--- src/design/mcuex_pkg.sv ---
// Package: opcodes, flag positions, reset values and widths for the execution block
package mcuex_pkg;

  // ----------------------------------------------------------------
  // Widths
  // ----------------------------------------------------------------
  localparam int unsigned DATA_W = 8;
  localparam int unsigned PROG_W = 16;
  localparam int unsigned TPTR_W = 16;

  // ----------------------------------------------------------------
  // Status flag bit positions
  // ----------------------------------------------------------------
  localparam int unsigned FLAG_C = 0;
  localparam int unsigned FLAG_AC = 1;
  localparam int unsigned FLAG_Z = 2;
  localparam int unsigned FLAG_OV = 3;
  localparam int unsigned FLAG_SC = 4;
  localparam int unsigned FLAG_CZ = 5;
  localparam int unsigned FLAG_W = 6;

  // ----------------------------------------------------------------
  // Reset values and constants
  // ----------------------------------------------------------------
  localparam logic [7:0] WORK_RST = 8'h00;
  localparam logic [5:0] FLAGS_RST = 6'h00;
  localparam logic [7:0] TABLE_READ_HIGH_BYTE_RST = 8'h00;
  localparam logic [7:0] ALL_ONES = 8'hFF;
  localparam logic [7:0] ONE_BYTE = 8'h01;
  localparam logic [7:0] ZERO_BYTE = 8'h00;

  // ----------------------------------------------------------------
  // Operation codes
  // ----------------------------------------------------------------
  typedef enum logic [4:0] {
    MCUEX_OP_NONE,
    MCUEX_OP_ROTR_CARRY_W,
    MCUEX_OP_SUBB_W,
    MCUEX_OP_SUBB_IMM,
    MCUEX_OP_SUBB_MEM,
    MCUEX_OP_MINUS_W,
    MCUEX_OP_MINUS_IMM,
    MCUEX_OP_MINUS_MEM,
    MCUEX_OP_DEC_SKZ,
    MCUEX_OP_DEC_SKZ_COPY,
    MCUEX_OP_INC_SKZ,
    MCUEX_OP_INC_SKZ_COPY,
    MCUEX_OP_SET_BYTE,
    MCUEX_OP_SET_BIT,
    MCUEX_OP_SKNZ_BIT,
    MCUEX_OP_SKZ_BIT,
    MCUEX_OP_SKNZ_BYTE,
    MCUEX_OP_SKZ_BYTE,
    MCUEX_OP_COPY_SKZ,
    MCUEX_OP_SWAP_MEM,
    MCUEX_OP_SWAP_W,
    MCUEX_OP_TABLE_READ,
    MCUEX_OP_XOR_W,
    MCUEX_OP_XOR_IMM,
    MCUEX_OP_XOR_MEM
  } mcuex_op_t;

endpackage

--- src/design/mcuex_alu_if.sv ---
// Interface: operands and results between the core and its subtractor
`timescale 1ns/1ps
`default_nettype none

interface mcuex_alu_if;
  import mcuex_pkg::*;

  logic [7:0] minuend;
  logic [7:0] subtrahend;
  logic borrowIn;
  logic [7:0] diff;
  logic carryOut;
  logic halfCarry;
  logic wrap;

  modport core (output minuend, output subtrahend, output borrowIn,
                input diff, input carryOut, input halfCarry, input wrap);
  modport alu (input minuend, input subtrahend, input borrowIn,
               output diff, output carryOut, output halfCarry, output wrap);
endinterface

`default_nettype wire

--- src/design/mcuex_exec.sv ---
// Execution unit for rotate, subtract, skip, set, swap, table read and XOR
// ----------------------------------------------------------------
// ----------------------------------------------------------------
`timescale 1ns/1ps
`default_nettype none

module mcuex_exec
  import mcuex_pkg::*;
(
  input wire logic clk, // 50 MHz instruction clock
  input wire logic reset_n, // Synchronous reset, active low
  input wire logic clkEn, // Freezes all state while low, except that a low reset_n still resets it
  input wire logic issueValid, // Instruction presented this cycle
  output logic issueReady, // Unit can take an instruction
  input wire mcuex_op_t issueOp, // Operation code
  input wire logic [7:0] memOperand, // Data memory operand value
  input wire logic [7:0] literal, // Immediate value from instruction
  input wire logic [2:0] bitIndex, // Bit select for bit forms
  input wire logic [15:0] progWord, // Program word at table pointer
  output logic [15:0] tablePointer, // Table pointer high and low bytes
  input wire logic [7:0] tablePointerLow, // Table pointer low byte
  input wire logic [7:0] tablePointerHigh, // Table pointer high byte
  output logic memWrite, // Write strobe for data memory
  output logic [7:0] memWriteData, // Data written to memory
  output logic [7:0] workingRegister, // Working register value
  output logic [5:0] statusFlags, // OV, Z, AC, C, SC, CZ flags
  output logic [7:0] tableReadHighByte, // High byte from table read
  output logic squashNext, // Next fetched instruction is squashed
  output logic busy // Dummy cycle of a taken skip
);

  // ----------------------------------------------------------------
  // State
  // ----------------------------------------------------------------
  typedef enum logic {
    MCUEX_ST_RUN,
    MCUEX_ST_DUMMY
  } mcuex_phase_t;

  typedef struct packed {
    mcuex_phase_t phase;
    logic [7:0] work;
    logic [5:0] flags;
    logic [7:0] table_read_high_byte;
    logic memWr;
    logic [7:0] memData;
    logic squash;
  } mcuex_state_t;

  mcuex_state_t state_q;
  mcuex_state_t state_d;

  mcuex_alu_if subBus ();

  mcuex_subtractor mcuex_subtractor_inst (
    .sub(subBus.alu)
  );

  function automatic logic [7:0] swapNib(input logic [7:0] v);
    return {v[3:0], v[7:4]};
  endfunction

  function automatic logic isZero(input logic [7:0] v);
    return (v == ZERO_BYTE);
  endfunction

  logic [7:0] decVal;
  logic [7:0] incVal;
  logic selBit;
  logic subSel;
  logic subToMem;
  logic skipTake;
  logic take;

  // ----------------------------------------------------------------
  // Operand selection for the subtractor
  // ----------------------------------------------------------------
  always_comb begin
    subBus.minuend = state_q.work;
    subBus.subtrahend = memOperand;
    subBus.borrowIn = 1'b0;
    case (issueOp)
      MCUEX_OP_SUBB_W, MCUEX_OP_SUBB_MEM: begin
        subBus.borrowIn = ~state_q.flags[FLAG_C];
      end
      MCUEX_OP_SUBB_IMM: begin
        subBus.subtrahend = literal;
        subBus.borrowIn = ~state_q.flags[FLAG_C];
      end
      MCUEX_OP_MINUS_IMM: begin
        subBus.subtrahend = literal;
      end
      default: begin
        subBus.borrowIn = 1'b0;
      end
    endcase
  end

  assign decVal = memOperand - ONE_BYTE;
  assign incVal = memOperand + ONE_BYTE;
  assign selBit = memOperand[bitIndex];
  assign issueReady = (state_q.phase == MCUEX_ST_RUN);
  assign take = issueValid && issueReady;

  // ----------------------------------------------------------------
  // Next state
  // ----------------------------------------------------------------
  always_comb begin
    state_d = state_q;
    state_d.memWr = 1'b0;
    state_d.squash = 1'b0;
    subSel = 1'b0;
    subToMem = 1'b0;
    skipTake = 1'b0;
    case (state_q.phase)
      MCUEX_ST_DUMMY: begin
        state_d.phase = MCUEX_ST_RUN;
      end
      MCUEX_ST_RUN: begin
        if (take) begin
          case (issueOp)
            MCUEX_OP_ROTR_CARRY_W: begin
              state_d.work = {state_q.flags[FLAG_C], memOperand[7:1]};
              state_d.flags[FLAG_C] = memOperand[0];
            end
            MCUEX_OP_SUBB_W, MCUEX_OP_SUBB_IMM, MCUEX_OP_MINUS_W, MCUEX_OP_MINUS_IMM: begin
              subSel = 1'b1;
            end
            MCUEX_OP_SUBB_MEM, MCUEX_OP_MINUS_MEM: begin
              subSel = 1'b1;
              subToMem = 1'b1;
            end
            MCUEX_OP_DEC_SKZ: begin
              state_d.memWr = 1'b1;
              state_d.memData = decVal;
              skipTake = isZero(decVal);
            end
            MCUEX_OP_DEC_SKZ_COPY: begin
              state_d.work = decVal;
              skipTake = isZero(decVal);
            end
            MCUEX_OP_INC_SKZ: begin
              state_d.memWr = 1'b1;
              state_d.memData = incVal;
              skipTake = isZero(incVal);
            end
            MCUEX_OP_INC_SKZ_COPY: begin
              state_d.work = incVal;
              skipTake = isZero(incVal);
            end
            MCUEX_OP_SET_BYTE: begin
              state_d.memWr = 1'b1;
              state_d.memData = ALL_ONES;
            end
            MCUEX_OP_SET_BIT: begin
              state_d.memWr = 1'b1;
              state_d.memData = memOperand | (ONE_BYTE << bitIndex);
            end
            MCUEX_OP_SKNZ_BIT: begin
              skipTake = selBit;
            end
            MCUEX_OP_SKZ_BIT: begin
              skipTake = ~selBit;
            end
            MCUEX_OP_SKNZ_BYTE: begin
              state_d.memWr = 1'b1;
              state_d.memData = memOperand;
              skipTake = ~isZero(memOperand);
            end
            MCUEX_OP_SKZ_BYTE: begin
              state_d.memWr = 1'b1;
              state_d.memData = memOperand;
              skipTake = isZero(memOperand);
            end
            MCUEX_OP_COPY_SKZ: begin
              state_d.work = memOperand;
              skipTake = isZero(memOperand);
            end
            MCUEX_OP_SWAP_MEM: begin
              state_d.memWr = 1'b1;
              state_d.memData = swapNib(memOperand);
            end
            MCUEX_OP_SWAP_W: begin
              state_d.work = swapNib(memOperand);
            end
            MCUEX_OP_TABLE_READ: begin
              state_d.memWr = 1'b1;
              state_d.memData = progWord[7:0];
              state_d.table_read_high_byte = progWord[15:8];
            end
            MCUEX_OP_XOR_W: begin
              state_d.work = state_q.work ^ memOperand;
              state_d.flags[FLAG_Z] = isZero(state_q.work ^ memOperand);
            end
            MCUEX_OP_XOR_IMM: begin
              state_d.work = state_q.work ^ literal;
              state_d.flags[FLAG_Z] = isZero(state_q.work ^ literal);
            end
            MCUEX_OP_XOR_MEM: begin
              state_d.memWr = 1'b1;
              state_d.memData = state_q.work ^ memOperand;
              state_d.flags[FLAG_Z] = isZero(state_q.work ^ memOperand);
            end
            default: begin
              state_d.memWr = 1'b0;
            end
          endcase
          if (subSel) begin
            if (subToMem) begin
              state_d.memWr = 1'b1;
              state_d.memData = subBus.diff;
            end else begin
              state_d.work = subBus.diff;
            end
            state_d.flags[FLAG_C] = subBus.carryOut;
            state_d.flags[FLAG_AC] = subBus.halfCarry;
            state_d.flags[FLAG_OV] = subBus.wrap;
            state_d.flags[FLAG_Z] = isZero(subBus.diff);
            state_d.flags[FLAG_SC] = subBus.wrap ^ subBus.diff[7];
            state_d.flags[FLAG_CZ] = isZero(subBus.diff);
          end
          if (skipTake) begin
            state_d.squash = 1'b1;
            state_d.phase = MCUEX_ST_DUMMY;
          end
        end
      end
      default: begin
        state_d.phase = MCUEX_ST_RUN;
      end
    endcase
  end

  // ----------------------------------------------------------------
  // Registers
  // ----------------------------------------------------------------
  always_ff @(posedge clk) begin
    if (!reset_n) begin
      state_q.phase <= MCUEX_ST_RUN;
      state_q.work <= WORK_RST;
      state_q.flags <= FLAGS_RST;
      state_q.table_read_high_byte <= TABLE_READ_HIGH_BYTE_RST;
      state_q.memWr <= 1'b0;
      state_q.memData <= ZERO_BYTE;
      state_q.squash <= 1'b0;
    end else if (clkEn) begin
      state_q <= state_d;
    end
  end

  // ----------------------------------------------------------------
  // Outputs
  // ----------------------------------------------------------------
  assign tablePointer = {tablePointerHigh, tablePointerLow};
  assign memWrite = state_q.memWr;
  assign memWriteData = state_q.memData;
  assign workingRegister = state_q.work;
  assign statusFlags = state_q.flags;
  assign tableReadHighByte = state_q.table_read_high_byte;
  assign squashNext = state_q.squash;
  assign busy = (state_q.phase == MCUEX_ST_DUMMY);

endmodule

`default_nettype wire

--- src/design/mcuex_subtractor.sv ---
// Eight-bit subtractor with borrow, half-borrow and signed wrap outputs
`timescale 1ns/1ps
`default_nettype none

module mcuex_subtractor
  import mcuex_pkg::*;
(
  mcuex_alu_if.alu sub // Operand and result bundle
);

  logic [4:0] lowNib;
  logic [8:0] full;

  // ----------------------------------------------------------------
  // Arithmetic
  // ----------------------------------------------------------------
  always_comb begin
    lowNib = {1'b0, sub.minuend[3:0]} - {1'b0, sub.subtrahend[3:0]} - {4'h0, sub.borrowIn};
    full = {1'b0, sub.minuend} - {1'b0, sub.subtrahend} - {8'h00, sub.borrowIn};
    sub.diff = full[7:0];
    // Carry set when no borrow, cleared when the subtraction borrows out of bit 7
    sub.carryOut = ~full[8];
    sub.halfCarry = ~lowNib[4];
    sub.wrap = (sub.minuend[7] != sub.subtrahend[7]) && (full[7] != sub.minuend[7]);
  end

endmodule

`default_nettype wire

--- config.mk ---
export PLATFORM = sky130hd
export DESIGN_NAME = mcuex_exec
export DESIGN_NICKNAME = d
export VERILOG_FILES = /design/src/design/mcuex_pkg.sv /design/src/design/mcuex_alu_if.sv /design/src/design/mcuex_exec.sv /design/src/design/mcuex_subtractor.sv
export SDC_FILE = /design/constraint.sdc
export NUM_CORES = 1
export LEC_CHECK = 0
export BUFFER_PORTS_ARGS = -buffer_cell sky130_fd_sc_hd__buf_2
export CAP_MARGIN = 40
export CORE_UTILIZATION = 59
export DETAILED_ROUTE_END_ITERATION = 10
export PLACE_DENSITY = 0.92
export SYNTH_ARGS = -nofsm -noshare
export SYNTH_HDL_FRONTEND = slang
export SYNTH_SLANG_ARGS = --single-unit
--- constraint.sdc ---
create_clock -name clk -period 5.71 [get_ports clk]
set_input_delay 0 -clock clk [delete_from_list [all_inputs] [get_ports clk]]
set_output_delay 0 -clock clk [all_outputs]
set_load 0.05 [all_outputs]
==> results of run 1 <==
-- per-stage QoR --
stage | instances | util (%) | cell area (um^2)
finish | 729 | 67.2 | 4660
global route | 729 | 67.2 | 4660
floorplan | 610 | - | 4340
detailed placement | 713 | 64.4 | 4470
CTS | 729 | 67.2 | 4660
global placement | 713 | 64.4 | 4470
-- logic make-up after synthesis --
| family | count (synthesis) |
|---|---|
| buf+inv | 99 |
| flops | 32 |
| simple gates | 227 |
| xor+xnor | 40 |
| mux | 13 |
| compound gates | 179 |
| fa+ha+maj | 20 |
-- sequential cells by signal (all words and copies together) (netlist names) --
register,count
memWriteData,8
tableReadHighByte,8
workingRegister,8
statusFlags,6
busy,1
memWrite,1
-- cells in the mapped netlist, types with 7 or more instances --
| cell type | number | area share [%] |
|---|---|---|
| sky130_fd_sc_hd__dfxtp_1 | 32 | 15 |
| sky130_fd_sc_hd__buf_4 | 22 | 3.8 |
| sky130_fd_sc_hd__nand3_1 | 24 | 2.8 |
| sky130_fd_sc_hd__xor2_1 | 18 | 3.6 |
| sky130_fd_sc_hd__nor4_1 | 7 | 1.0 |
| sky130_fd_sc_hd__nand2b_1 | 9 | 1.3 |
| sky130_fd_sc_hd__and3_1 | 10 | 1.4 |
| sky130_fd_sc_hd__ha_1 | 18 | 5.2 |
| sky130_fd_sc_hd__nand2_1 | 70 | 6.1 |
| sky130_fd_sc_hd__o22ai_1 | 14 | 2.0 |
| sky130_fd_sc_hd__a21oi_1 | 44 | 5.1 |
| sky130_fd_sc_hd__inv_1 | 28 | 2.4 |
| sky130_fd_sc_hd__nor3_1 | 20 | 2.3 |
| sky130_fd_sc_hd__o21ai_0 | 22 | 2.5 |
| sky130_fd_sc_hd__nor2_1 | 39 | 3.4 |
| sky130_fd_sc_hd__nor2b_1 | 10 | 1.4 |
| sky130_fd_sc_hd__o21ai_1 | 7 | 0.81 |
| sky130_fd_sc_hd__clkbuf_1 | 28 | 2.4 |
| sky130_fd_sc_hd__xnor2_1 | 22 | 4.4 |
| sky130_fd_sc_hd__buf_2 | 18 | 2.1 |
| sky130_fd_sc_hd__a31oi_1 | 7 | 1.0 |
| sky130_fd_sc_hd__mux2_2 | 7 | 1.8 |
| sky130_fd_sc_hd__a32oi_1 | 9 | 1.8 |
-- layer usage --
| metal | part of all wire [%] | track usage (%) |
|---|---|---|
| met4 | 5.9 | 25.0 |
| met2 | 44 | 62.1 |
| met3 | 14 | 9.80 |
| met1 | 36 | 53.9 |
| met5 | 0 | 0 |
-- power groups by stage --
| stage | clock, mW | sequential (mW) | combinational, mW |
|---|---|---|---|
| CTS | 0.223 | 0.242 | 0.347 |
| global route | 0.232 | 0.243 | 0.379 |
| floorplan | 0 | 0.267 | 0.260 |
| detailed placement | 0 | 0.247 | 0.340 |
| global placement | 0 | 0.247 | 0.331 |
| finish | 0.225 | 0.243 | 0.362 |
-- layout make-up --
type                            count  area (um^2)
Clock buffer                        5         68.8
Clock inverter                      3         42.5
Fill cell                         608         2280
Inverter                           29          111
Multi-Input combinational cell    479         3220
Sequential cell                    32          641
Tap cell                           96          120
Timing Repair Buffer               85          465
-- worst max path at each step --
stage | start | to | slack, ps | cells after the start
detailed placement | issueOp[1] | memWriteData[4]$_SDFFE_PN0P_ | 1690 | 11
global route | issueOp[1] | memWriteData[4]$_SDFFE_PN0P_ | 1690 | 11
global placement | issueOp[2] | memWriteData[4]$_SDFFE_PN0P_ | 1850 | 11
floorplan | issueOp[3] | statusFlags[5]$_SDFFE_PN0P_ | 2690 | 14
finish | issueOp[1] | memWriteData[4]$_SDFFE_PN0P_ | 1800 | 11
CTS | issueOp[1] | memWriteData[4]$_SDFFE_PN0P_ | 1970 | 11
-- what timing repair did --
action                    CTS  global route
setup buffers               0             0
hold endpoints to repair    8             0
hold buffers                8             0
==> summary.md, run 1 <==
| Metric | Value |
|---|---|
| Synthesized cell area | `0.00434 mm^2` |
| Total of buffers placed on input and output ports | `77` |
| Count of standard-cell rows | `30` |
| CP required | `a little under 6000 ps` |
| P_sw | `around 0.35 mW` |
| Cell variety after synth | `approximately 80` |
| Synthesized instance count | `610` |
| Avg Cell Area, Syn | `slightly above 7 um^2` |
| Yosys Warn Count | `0` |
| Crit path max-delay cell type | `sky130_fd_sc_hd__a2111oi_0` |
| Worst reg2reg path endpoint | `memWriteData[4]$_SDFFE_PN0P_` |
| Reg clk slew, reported paths | `about 70 ps` |
| Die area | `0.00771 mm^2` |
| Area growth, synth to finish | `7.40%` |
| Iteration-0 DRC Markers | `approximately 840` |
| Outcome | `completed` |
| Area fraction in and, or, nand and nor cells after synthesis | `between 20% and 30%` |
| Endpoint, Worst Hold | `tablePointer[15]` |
| DR WL/cell | `22.2 um` |
| Class of the tightest hold or removal check | `primary input to primary output` |
| Die span in x | `between 80 and 90 um` |
| Power density over the cells | `~180 mW/mm^2` |
| Cell family contributing the most delay on the critical path | `compound AO/OA/AOI/OAI gates` |
| Max-slew violations | `0` |
| Worst hold-check slack | `approximately 0.017 ps` |
| Routed Antenna Nets | `0` |
| RSZ-0062 raised after global routing | `false` |
| DRC | `0` |
| Placeable Area | `~0.007 mm^2` |
| Final hold vios | `0` |
| Most frequent standard cell in the layout excluding fill and tap cells | `sky130_fd_sc_hd__buf_2` |
| Internal power | `a little under 0.5 mW` |
| I/O pin total | `110` |
| Slack of the critical path | `about 1800 ps` |
| Dominant register cell in the synthesized netlist | `sky130_fd_sc_hd__dfxtp_1` |
| Comb pwr share | `a little over two fifths` |
| Number of nets at the end of the flow | `about 710` |
| Sum of routed wire length over all layers | `between 15000 and 20000 um` |
| Launch point of the worst hold path | `tablePointerHigh[7]` |
| Share of cells above drive strength 1 | `between 10% and 20%` |
| Post-layout min period | `~3900 ps` |
| Power share of the clock group | `a little over a quarter` |
| Number of clock sinks | `32` |
| Portion of the clock cycle consumed by the worst path in the final layout | `68.4%` |
| Nature of the critical path startpoint | `primary input` |
| Net count after synthesis | `690` |
| Switching Fraction | `about two fifths` |
| Register-to-register setup slack | `2480 ps` |
| Die Y | `a little under 90 um` |
| Number of global-route vias before repair | `roughly 4600` |
| Overall routing resource usage | `about two fifths` |
| Max H-tree Level | `2` |
| Worst slack after detailed placement | `between 1500 and 2000 ps` |
| Sum of buffers and inverters on the critical path | `1` |
| Root buf cell | `sky130_fd_sc_hd__clkbuf_8` |
| Dominant combinational cell family by area after synthesis | `compound AO/OA/AOI/OAI gates` |
| Kind of end point of the critical path | `flop` |
| Most numerous cell on the critical path | `sky130_fd_sc_hd__fa_1` |
| Maximum clock frequency | `0.256 GHz` |
| Worst-path maximum fanout | `32` |
| Startpoint of the lowest-slack register-to-register path | `statusFlags[0]$_SDFFE_PN0P_` |
| Hold path cells | `0` |
| Commonest cells after routing, fill and taps aside | `sky130_fd_sc_hd__buf_2 (77), sky130_fd_sc_hd__nand2_1 (70), sky130_fd_sc_hd__a21oi_1 (44), sky130_fd_sc_hd__nor2_1 (39), sky130_fd_sc_hd__dfxtp_1 (32)` |
| Synth Area in XOR/XNOR | `8.07%` |
| Worst slew margin relative to its limit | `between 30 and 40%` |
| Compound-cell area share of the yosys netlist | `between 20 and 30%` |
| Setup skew after layout | `9.42 ps` |
| Sequential power share | `around 29%` |
| Mux cell area share after synthesis | `3.92%` |
| Async set-or-reset flop fraction in the synthesized netlist | `0%` |
| Worst Setup Path Type | `primary input to flop` |
| Cells along the critical path | `buf_2 -> nand2b_1 -> or3_1 -> mux2_2 -> fa_1 -> fa_1 -> nand2_1 -> a21oi_1 -> xnor2_1 -> a2111oi_0 -> o22ai_1` |
| Grt total ovfl | `0` |
| Slew at the pin with the worst max-slew slack | `approximately 930 ps` |
| Initial antenna violation count | `0` |
| Clock latency on the worst-skew pair | `around 300 ps` |
| Worst-case reg-to-reg path depth | `8` |
| CTS resizes | `0` |
| Leakage power summed over all cells | `around 1.8 nW` |
| Router iterations before antenna repair | `6` |
| Design Power | `around 0.83 mW` |
| Final HPWL from detailed placement | `~12000 um` |
| Wire length of the first global-routing pass | `24400 um` |
| Number of flops mapped to enable cells by yosys | `0` |
| TritonCTS clock tree | `done` |
| Post-Route Setup TNS | `0 ps` |
| Drt via density | `between 7 and 8` |
| Vias | `about 5200` |
| Starting density of the core | `a little over three fifths` |
| Maximum clock path buffer count | `2` |
| Seq/Total Area, Yosys | `between 10 and 15%` |
| Maximum single-stage delay on the critical path | `approximately 900 ps` |
| Adder-cell share of the synthesized area | `under 10%` |
| FF+latch count, synth | `32` |
| Worst VDD drop | `between 0.1 and 0.15 mV` |
| Maximum number of pins on one net before global-route repair | `44` |
| GPL Wtd Cong | `a little over 1` |
| Total of max-cap violations | `0` |
| ANT cells | `0` |
| Total clock buffers created by CTS | `5` |
| Critical path arrival | `4050 ps` |
| Final number of setup-violating endpoints | `0` |
Note: power is estimated with default switching activity, not from simulation.
==> inputs of run 2 (changes only) <==
--- a/config.mk
+++ b/config.mk
@@ -5,11 +5,12 @@
 export SDC_FILE = /design/constraint.sdc
 export NUM_CORES = 1
 export LEC_CHECK = 0
+export ABC_AREA = 1
 export BUFFER_PORTS_ARGS = -buffer_cell sky130_fd_sc_hd__buf_2
 export CAP_MARGIN = 40
-export CORE_UTILIZATION = 59
+export CORE_UTILIZATION = 54
 export DETAILED_ROUTE_END_ITERATION = 10
-export PLACE_DENSITY = 0.92
+export PLACE_DENSITY = 0.87
 export SYNTH_ARGS = -nofsm -noshare
 export SYNTH_HDL_FRONTEND = slang
 export SYNTH_SLANG_ARGS = --single-unit
==> constraint.sdc (replaced) <==
create_clock -name clk -period 3.6 [get_ports clk]
set_input_delay 0 -clock clk [delete_from_list [all_inputs] [get_ports clk]]
set_output_delay 0 -clock clk [all_outputs]
set_load 0.05 [all_outputs]
==> run 2 against run 1 <==
Net effect: sequential share of layout area increased by 0.16 points; setup slack got worse by 990 ps; sequential power increased by 57%; global-route usage decreased by 0.57 points; power increased by 53%; register-to-register slack got worse by 1500 ps; critical endpoint is now memWriteData[7]$_SDFFE_PN0P_; largest power group unchanged; highest routed layer unchanged.
==> summary.md, run 2 <==
| Metric | Value |
|---|---|
| Maximum clock path buffer count | `2` |
| Wire length of the first global-routing pass | `roughly 24000 um` |
| Design Area, Final | `approximately 0.0046 mm^2` |
| Slack of the critical path | `between 800 and 900 ps` |
| Kind of end point of the critical path | `flop` |
| Iteration-0 DRC Markers | `532` |
| Design Power | `1.27 mW` |
| Cells along the critical path | `buf_2 -> nand2_1 -> nor2_1 -> inv_1 -> o22ai_1 -> buf_4 -> o21ai_0 -> ha_1 -> inv_1 -> ha_1 -> nand2_1 -> inv_1 -> nand2_1 -> nand3_1 -> nand2_1 -> nand2_1 -> inv_1 -> nor2_1 -> o21ai_0 -> a21oi_1` |
| Number of nets at the end of the flow | `893` |
| Starting density of the core | `between 50% and 60%` |
| TritonCTS clock tree | `done` |
| Commonest cells after routing, fill and taps aside | `sky130_fd_sc_hd__nand2_1 (237), sky130_fd_sc_hd__nor2_1 (95), sky130_fd_sc_hd__inv_1 (92), sky130_fd_sc_hd__buf_2 (77), sky130_fd_sc_hd__o21ai_0 (64)` |
| Most frequent standard cell in the layout excluding fill and tap cells | `sky130_fd_sc_hd__nand2_1` |
| Max H-tree Level | `2` |
| Dominant register cell in the synthesized netlist | `sky130_fd_sc_hd__dfxtp_1` |
| Adder-cell share of the synthesized area | `6.52%` |
| Vias | `between 5000 and 6000` |
| Standard cell area after detailed placement | `0.00442 mm^2` |
| Post-Route Setup TNS | `0 ps` |
| Placeable Area | `just over 0.007 mm^2` |
| Async set-or-reset flop fraction in the synthesized netlist | `0%` |
| Die area | `~0.0079 mm^2` |
| Drt via density | `approximately 5.9` |
| Power density over the cells | `about 280 mW/mm^2` |
| FF+latch count, synth | `32` |
| Most numerous cell on the critical path | `sky130_fd_sc_hd__nand2_1` |
| Total of max-cap violations | `0` |
| Worst-path maximum fanout | `15` |
| CTS resizes | `0` |
| Final HPWL from detailed placement | `12100 um` |
| Largest area contributor in the synthesized netlist | `sky130_fd_sc_hd__nand2_1` |
| Count of standard-cell rows | `31` |
| Final hold vios | `0` |
| Grt total ovfl | `0` |
| Total of buffers placed on input and output ports | `77` |
| Slew at the pin with the worst max-slew slack | `637 ps` |
| CP required | `3770 ps` |
| Class of the tightest hold or removal check | `primary input to primary output` |
| Synthesized cell area | `a little over 0.004 mm^2` |
| Routed Antenna Nets | `0` |
| Post-layout min period | `~2800 ps` |
| Clock latency on the worst-skew pair | `between 200 and 300 ps` |
| GPL Wtd Cong | `1.06` |
| Maximum single-stage delay on the critical path | `360 ps` |
| Sum of routed wire length over all layers | `between 15000 and 20000 um` |
| Compound-cell area share of the yosys netlist | `approximately 17%` |
| Die Y | `between 80 and 90 um` |
| Seq/Total Area, Yosys | `between 10% and 20%` |
| Leakage power summed over all cells | `between 2 and 2.5 nW` |
| Top cell type's share of synthesized area | `between 20 and 25%` |
| Worst Setup Path Type | `primary input to flop` |
| Die span in x | `between 80 and 90 um` |
| DRC | `0` |
| Ranking of synthesized cells by instance count | `sky130_fd_sc_hd__nand2_1 (237), sky130_fd_sc_hd__nor2_1 (95), sky130_fd_sc_hd__inv_1 (92), sky130_fd_sc_hd__o21ai_0 (64), sky130_fd_sc_hd__nand3_1 (53)` |
| Area growth, synth to finish | `13.2%` |
| Number of flops mapped to enable cells by yosys | `0` |
| Synthesized instance count | `around 750` |
| Worst slack after detailed placement | `roughly 660 ps` |
| Maximum number of pins on one net before global-route repair | `19` |
| Area fraction in and, or, nand and nor cells after synthesis | `42.8%` |
| Mux cell area share after synthesis | `0%` |
| Cell variety after synth | `37` |
| Initial antenna violation count | `0` |
| Synth Area in XOR/XNOR | `approximately 4.3%` |
| Setup skew after layout | `around 5.4 ps` |
| Nature of the critical path startpoint | `primary input` |
| Router iterations before antenna repair | `6` |
| DR WL/cell | `~18 um` |
| Critical path arrival | `around 3000 ps` |
| Main area contributors after synthesis | `sky130_fd_sc_hd__nand2_1 (22%), sky130_fd_sc_hd__dfxtp_1 (16%), sky130_fd_sc_hd__nor2_1 (8.8%)` |
| Yosys Warn Count | `0` |
| Final core occ | `63.6%` |
| I/O pin total | `110` |
| Final number of setup-violating endpoints | `0` |
| Number of clock sinks | `32` |
| Most used standard cell by instance count after synthesis | `sky130_fd_sc_hd__nand2_1` |
| Share of cells above drive strength 1 | `13.8%` |
| Overall routing resource usage | `40.9%` |
| Dominant combinational cell family by area after synthesis | `simple AND/OR/NAND/NOR gates` |
| Total clock buffers created by CTS | `5` |
| Avg Cell Area, Syn | `about 5.4 um^2` |
| Crit path max-delay cell type | `sky130_fd_sc_hd__ha_1` |
| Portion of the clock cycle consumed by the worst path in the final layout | `77.5%` |
| Max-slew violations | `0` |
| Outcome | `completed` |
| Net count after synthesis | `around 830` |
| Worst slew margin relative to its limit | `a little under three fifths` |
| Root buf cell | `sky130_fd_sc_hd__clkbuf_8` |
| RSZ-0062 raised after global routing | `false` |
| Number of global-route vias before repair | `between 4000 and 5000` |
| Worst VDD drop | `0.269 mV` |
| ANT cells | `0` |
| Reg clk slew, reported paths | `approximately 70 ps` |
| Maximum clock frequency | `between 0.3 and 0.4 GHz` |
[run 2: cell count changes after synthesis, sizes merged, moves of 10 or more]
cell,change
nand4,+10
clkbuf,-19
nor2,+63
nand3,+30
and3,-10
xor2,-13
nor2b,-10
buf,-19
inv,+69
o21ai,+39
nor3,-23
nand2,+171
[run 2: kinds of logic after synthesis]
kind of cell / count (synthesis)
XOR/XNOR: 20
buffers and inverters: 134
AO/OA/AOI/OAI: 125
AND/OR/NAND/NOR: 418
flip-flops: 32
adder cells (fa/ha/maj): 20
[run 2: final cells by class]
| cell class | count | area (um^2) |
|---|---|---|
| clock buffers | 5 | 68.8 |
| repair buffers | 89 | 495 |
| inverters | 102 | 383 |
| well taps | 99 | 124 |
| clock inverters | 3 | 42.5 |
| flip-flops and latches | 32 | 641 |
| multi-input cells | 583 | 2860 |
| fillers | 711 | 2640 |
[run 2: final timing paths]
check / endpoint / slack, ps / depth (start not counted) / start
max: memWriteData[7]$_SDFFE_PN0P_ / 810 / 20 / issueOp[1]
min: tablePointer[10] / 0.02 / 0 / tablePointerHigh[2]
max reg2reg: statusFlags[2]$_SDFFE_PN0P_ / 940 / 14 / workingRegister[0]$_SDFFE_PN0P_
min reg2reg: memWriteData[0]$_SDFFE_PN0P_ / 470 / 2 / memWriteData[0]$_SDFFE_PN0P_
[run 2: power breakdown]
part           total (mW)  internal (mW)  leakage, nW  switching [mW]
logic               0.543          0.161         2.06           0.381
registers           0.381          0.366        0.259          0.0154
clock network       0.348          0.205       0.0541           0.143
[run 2: per-stage QoR]
step	cells	hold WS (ps)
floorplan	749	123
global placement	897	0.341
detailed placement	897	0.341
CTS	913	0.341
global route	913	0.131
finish	913	0.0179
[run 2: per-layer routing]
| metal | up-vias | GRT usage, % | share of wire (%) |
|---|---|---|---|
| met3 | 75 | 8.49 | 12 |
| li1 | 2507 | - | - |
| met4 | 0 | 17.9 | 4.3 |
| met1 | 2404 | 52.9 | 40 |
| met2 | 373 | 65.7 | 45 |
| met5 | - | 0 | 0 |
[run 2: what timing repair did]
| item | in CTS | in global routing |
|---|---|---|
| endpoints found under the hold margin | 8 | 0 |
| hold buffers | 8 | 0 |
| buffers inserted | 0 | 0 |
[run 2: worst max-delay path, delay by kind of cell]
kind	cells	cell delay, ps
and+or+nand+nor	8	850
AOI/OAI and AO/OA	4	740
buffers and inverters	6	690
adders and majority gates	2	670
==> inputs of run 3 (changes only) <==
--- a/config.mk
+++ b/config.mk
@@ -5,10 +5,10 @@
 export SDC_FILE = /design/constraint.sdc
 export NUM_CORES = 1
 export LEC_CHECK = 0
-export ABC_AREA = 1
+export ABC_AREA = 0
 export BUFFER_PORTS_ARGS = -buffer_cell sky130_fd_sc_hd__buf_2
 export CAP_MARGIN = 40
-export CORE_UTILIZATION = 54
+export CORE_UTILIZATION = 55
 export DETAILED_ROUTE_END_ITERATION = 10
 export PLACE_DENSITY = 0.87
 export SYNTH_ARGS = -nofsm -noshare
==> constraint.sdc (replaced) <==
create_clock -name clk -period 2.6 [get_ports clk]
set_input_delay 0 -clock clk [delete_from_list [all_inputs] [get_ports clk]]
set_output_delay 0 -clock clk [all_outputs]
set_load 0.05 [all_outputs]
==> run 3 against run 2 <==
Net effect: the run now ends with negative setup slack left; register-to-register slack got worse by 960 ps; design area rose by 20%; sequential cell count did not move; sequential share of layout area fell by 2.3 points; die area rose by 4.6%; count of clock-buffer cells in the layout did not move; setup slack got worse by 870 ps; utilization rose by 8.6 points; via count rose by 3.5%; sequential power rose by 37%; critical endpoint is now workingRegister[5]$_SDFFE_PN0P_; largest cell class unchanged; highest routed layer unchanged.
==> summary.md, run 3 (same netlist as run 1, synthesis figures left out) <==
| Metric | Value |
|---|---|
| Max H-tree Level | `2` |
| Routed Antenna Nets | `0` |
| Leakage power summed over all cells | `around 2.2 nW` |
| Outcome | `complete, but fails checks` |
| Number of clock sinks | `32` |
| Die Y | `just over 90 um` |
| Worst-path maximum fanout | `7` |
| Sum of routed wire length over all layers | `approximately 19000 um` |
| Area growth, synth to finish | `27.7%` |
| I/O pin total | `110` |
| Number of nets at the end of the flow | `~800` |
| Die area | `a little over 0.008 mm^2` |
| Final core occ | `between 70% and 80%` |
| Cell family contributing the most delay on the critical path | `adder cells` |
| Iteration-0 DRC Markers | `around 750` |
| Maximum single-stage delay on the critical path | `approximately 590 ps` |
| Critical path arrival | `roughly 2800 ps` |
| Drt via density | `approximately 6.9` |
| Count of standard-cell rows | `32` |
| Router iterations before antenna repair | `6` |
| GPL Wtd Cong | `approximately 1` |
| Die span in x | `approximately 91 um` |
| Commonest cells after routing, fill and taps aside | `sky130_fd_sc_hd__buf_2 (75), sky130_fd_sc_hd__nand2_1 (68), sky130_fd_sc_hd__buf_4 (63), sky130_fd_sc_hd__a21oi_1 (40), sky130_fd_sc_hd__nor2_1 (36)` |
| Post-layout min period | `approximately 2700 ps` |
| Maximum clock frequency | `0.376 GHz` |
| Worst VDD drop | `0.387 mV` |
| Class of the tightest hold or removal check | `primary input to primary output` |
| Standard cell area after detailed placement | `about 0.005 mm^2` |
| Final HPWL from detailed placement | `about 13000 um` |
| CP required | `2780 ps` |
| Worst Setup Path Type | `primary input to flop` |
| Maximum number of pins on one net before global-route repair | `33` |
| Slack of the critical path | `-62.1 ps` |
| Crit path max-delay cell type | `sky130_fd_sc_hd__fa_2` |
| Root buf cell | `sky130_fd_sc_hd__clkbuf_8` |
| Initial antenna violation count | `0` |
| Maximum clock path buffer count | `2` |
| Cells along the critical path | `buf_8 -> xnor2_2 -> or3_4 -> mux2_4 -> fa_2 -> inv_2 -> ha_4 -> o21ai_4 -> a211oi_2 -> xnor2_1 -> buf_4 -> o22ai_1 -> nor3_1 -> o21ai_1` |
| Slew at the pin with the worst max-slew slack | `696 ps` |
| Post-Route Setup TNS | `-117 ps` |
| Clock latency on the worst-skew pair | `~300 ps` |
| Vias | `about 5500` |
| Design Power | `around 2.3 mW` |
| Final number of setup-violating endpoints | `4` |
| ANT cells | `0` |
| DRC | `0` |
| Portion of the clock cycle consumed by the worst path in the final layout | `102%` |
| Worst slew margin relative to its limit | `about 53%` |
| Total of max-cap violations | `0` |
| Share of cells above drive strength 1 | `a little under a third` |
| Max-slew violations | `0` |
| TritonCTS clock tree | `done` |
| Setup skew after layout | `around 10 ps` |
| Grt total ovfl | `0` |
| Sum of buffers and inverters on the critical path | `3` |
| Nature of the critical path startpoint | `primary input` |
| Worst slack after detailed placement | `-555 ps` |
| Violations in the final reports | `negative setup slack` |
| Reg clk slew, reported paths | `80 ps` |
| RSZ-0062 raised after global routing | `true` |
| Design Area, Final | `0.00555 mm^2` |
| Fill cells | `580` |
| Total of buffers placed on input and output ports | `slightly below 80` |
| Overall routing resource usage | `around 42%` |
| Number of global-route vias before repair | `between 5000 and 6000` |
| Kind of end point of the critical path | `flop` |
| Wire length of the first global-routing pass | `around 27000 um` |
| Most frequent standard cell in the layout excluding fill and tap cells | `sky130_fd_sc_hd__buf_2` |
| DR WL/cell | `between 20 and 25 um` |
| Placeable Area | `0.00769 mm^2` |
| Starting density of the core | `56.5%` |
| Total clock buffers created by CTS | `5` |
| Power density over the cells | `407 mW/mm^2` |
| Final hold vios | `0` |
-- run 3: final cells by class --
type	instances	area [um^2]	area share, %
inverter	29	111	2.01
sequential	32	641	11.6
tap	102	128	2.30
clock buffer	5	68.8	1.24
clock inverter	3	42.5	0.767
timing repair buffer	150	995	17.9
multi-input combinational	479	3560	64.2
-- run 3: stage by stage --
| step | hold WS [ps] | std cells |
|---|---|---|
| 2_1_floorplan | 136 | 610 |
| 3_3_place_gp | 0.341 | 778 |
| 3_5_place_dp | 0.341 | 778 |
| 4_1_cts | 0.341 | 796 |
| 5_1_grt | 0.0719 | 800 |
| 6_report | 0.0193 | 800 |
-- run 3: final timing paths --
kind | start | end | slack, ps | depth (start not counted)
worst min-delay path | tablePointerLow[4] | tablePointer[4] | 0.02 | 0
worst min register to register | tableReadHighByte[3]$_SDFFE_PN0P_ | tableReadHighByte[3]$_SDFFE_PN0P_ | 460 | 2
worst max register to register | workingRegister[1]$_SDFFE_PN0P_ | workingRegister[6]$_SDFFE_PN0P_ | -20 | 8
worst max-delay path | issueOp[0] | workingRegister[5]$_SDFFE_PN0P_ | -60 | 14
-- run 3: worst register-to-register path, cell delays in order, from the launching register on --
cell                        delay (ps)
sky130_fd_sc_hd__dfxtp_1           750
sky130_fd_sc_hd__inv_1             230
sky130_fd_sc_hd__fa_2              450
sky130_fd_sc_hd__nand2_2           100
sky130_fd_sc_hd__a21oi_4            80
sky130_fd_sc_hd__o2bb2ai_4         160
sky130_fd_sc_hd__xnor2_2           290
sky130_fd_sc_hd__nor3_2            100
sky130_fd_sc_hd__a2111oi_2         360
-- run 3: power by group --
part / total (mW) / leakage [nW] / switching (mW) / internal (mW)
combinational: 1.24 / 1.92 / 0.696 / 0.540
sequential: 0.522 / 0.260 / 0.0157 / 0.507
clock: 0.501 / 0.0541 / 0.217 / 0.284
-- run 3: what timing repair did --
action,in CTS,in global routing
resized for setup,16,35
hold endpoints to repair,8,0
setup buffers,2,5
endpoints found under the setup margin,13,13
hold buffers,8,0
pin swaps,10,12
-- run 3: routing by layer --
| layer | GRT usage, % | up-vias | routed length, um |
|---|---|---|---|
| li1 | - | 2386 | - |
| met2 | 64.7 | 507 | 7890 |
| met4 | 25.1 | 0 | 1580 |
| met5 | 0 | - | 0 |
| met3 | 5.89 | 153 | 2320 |
| met1 | 55.9 | 2500 | 6720 |
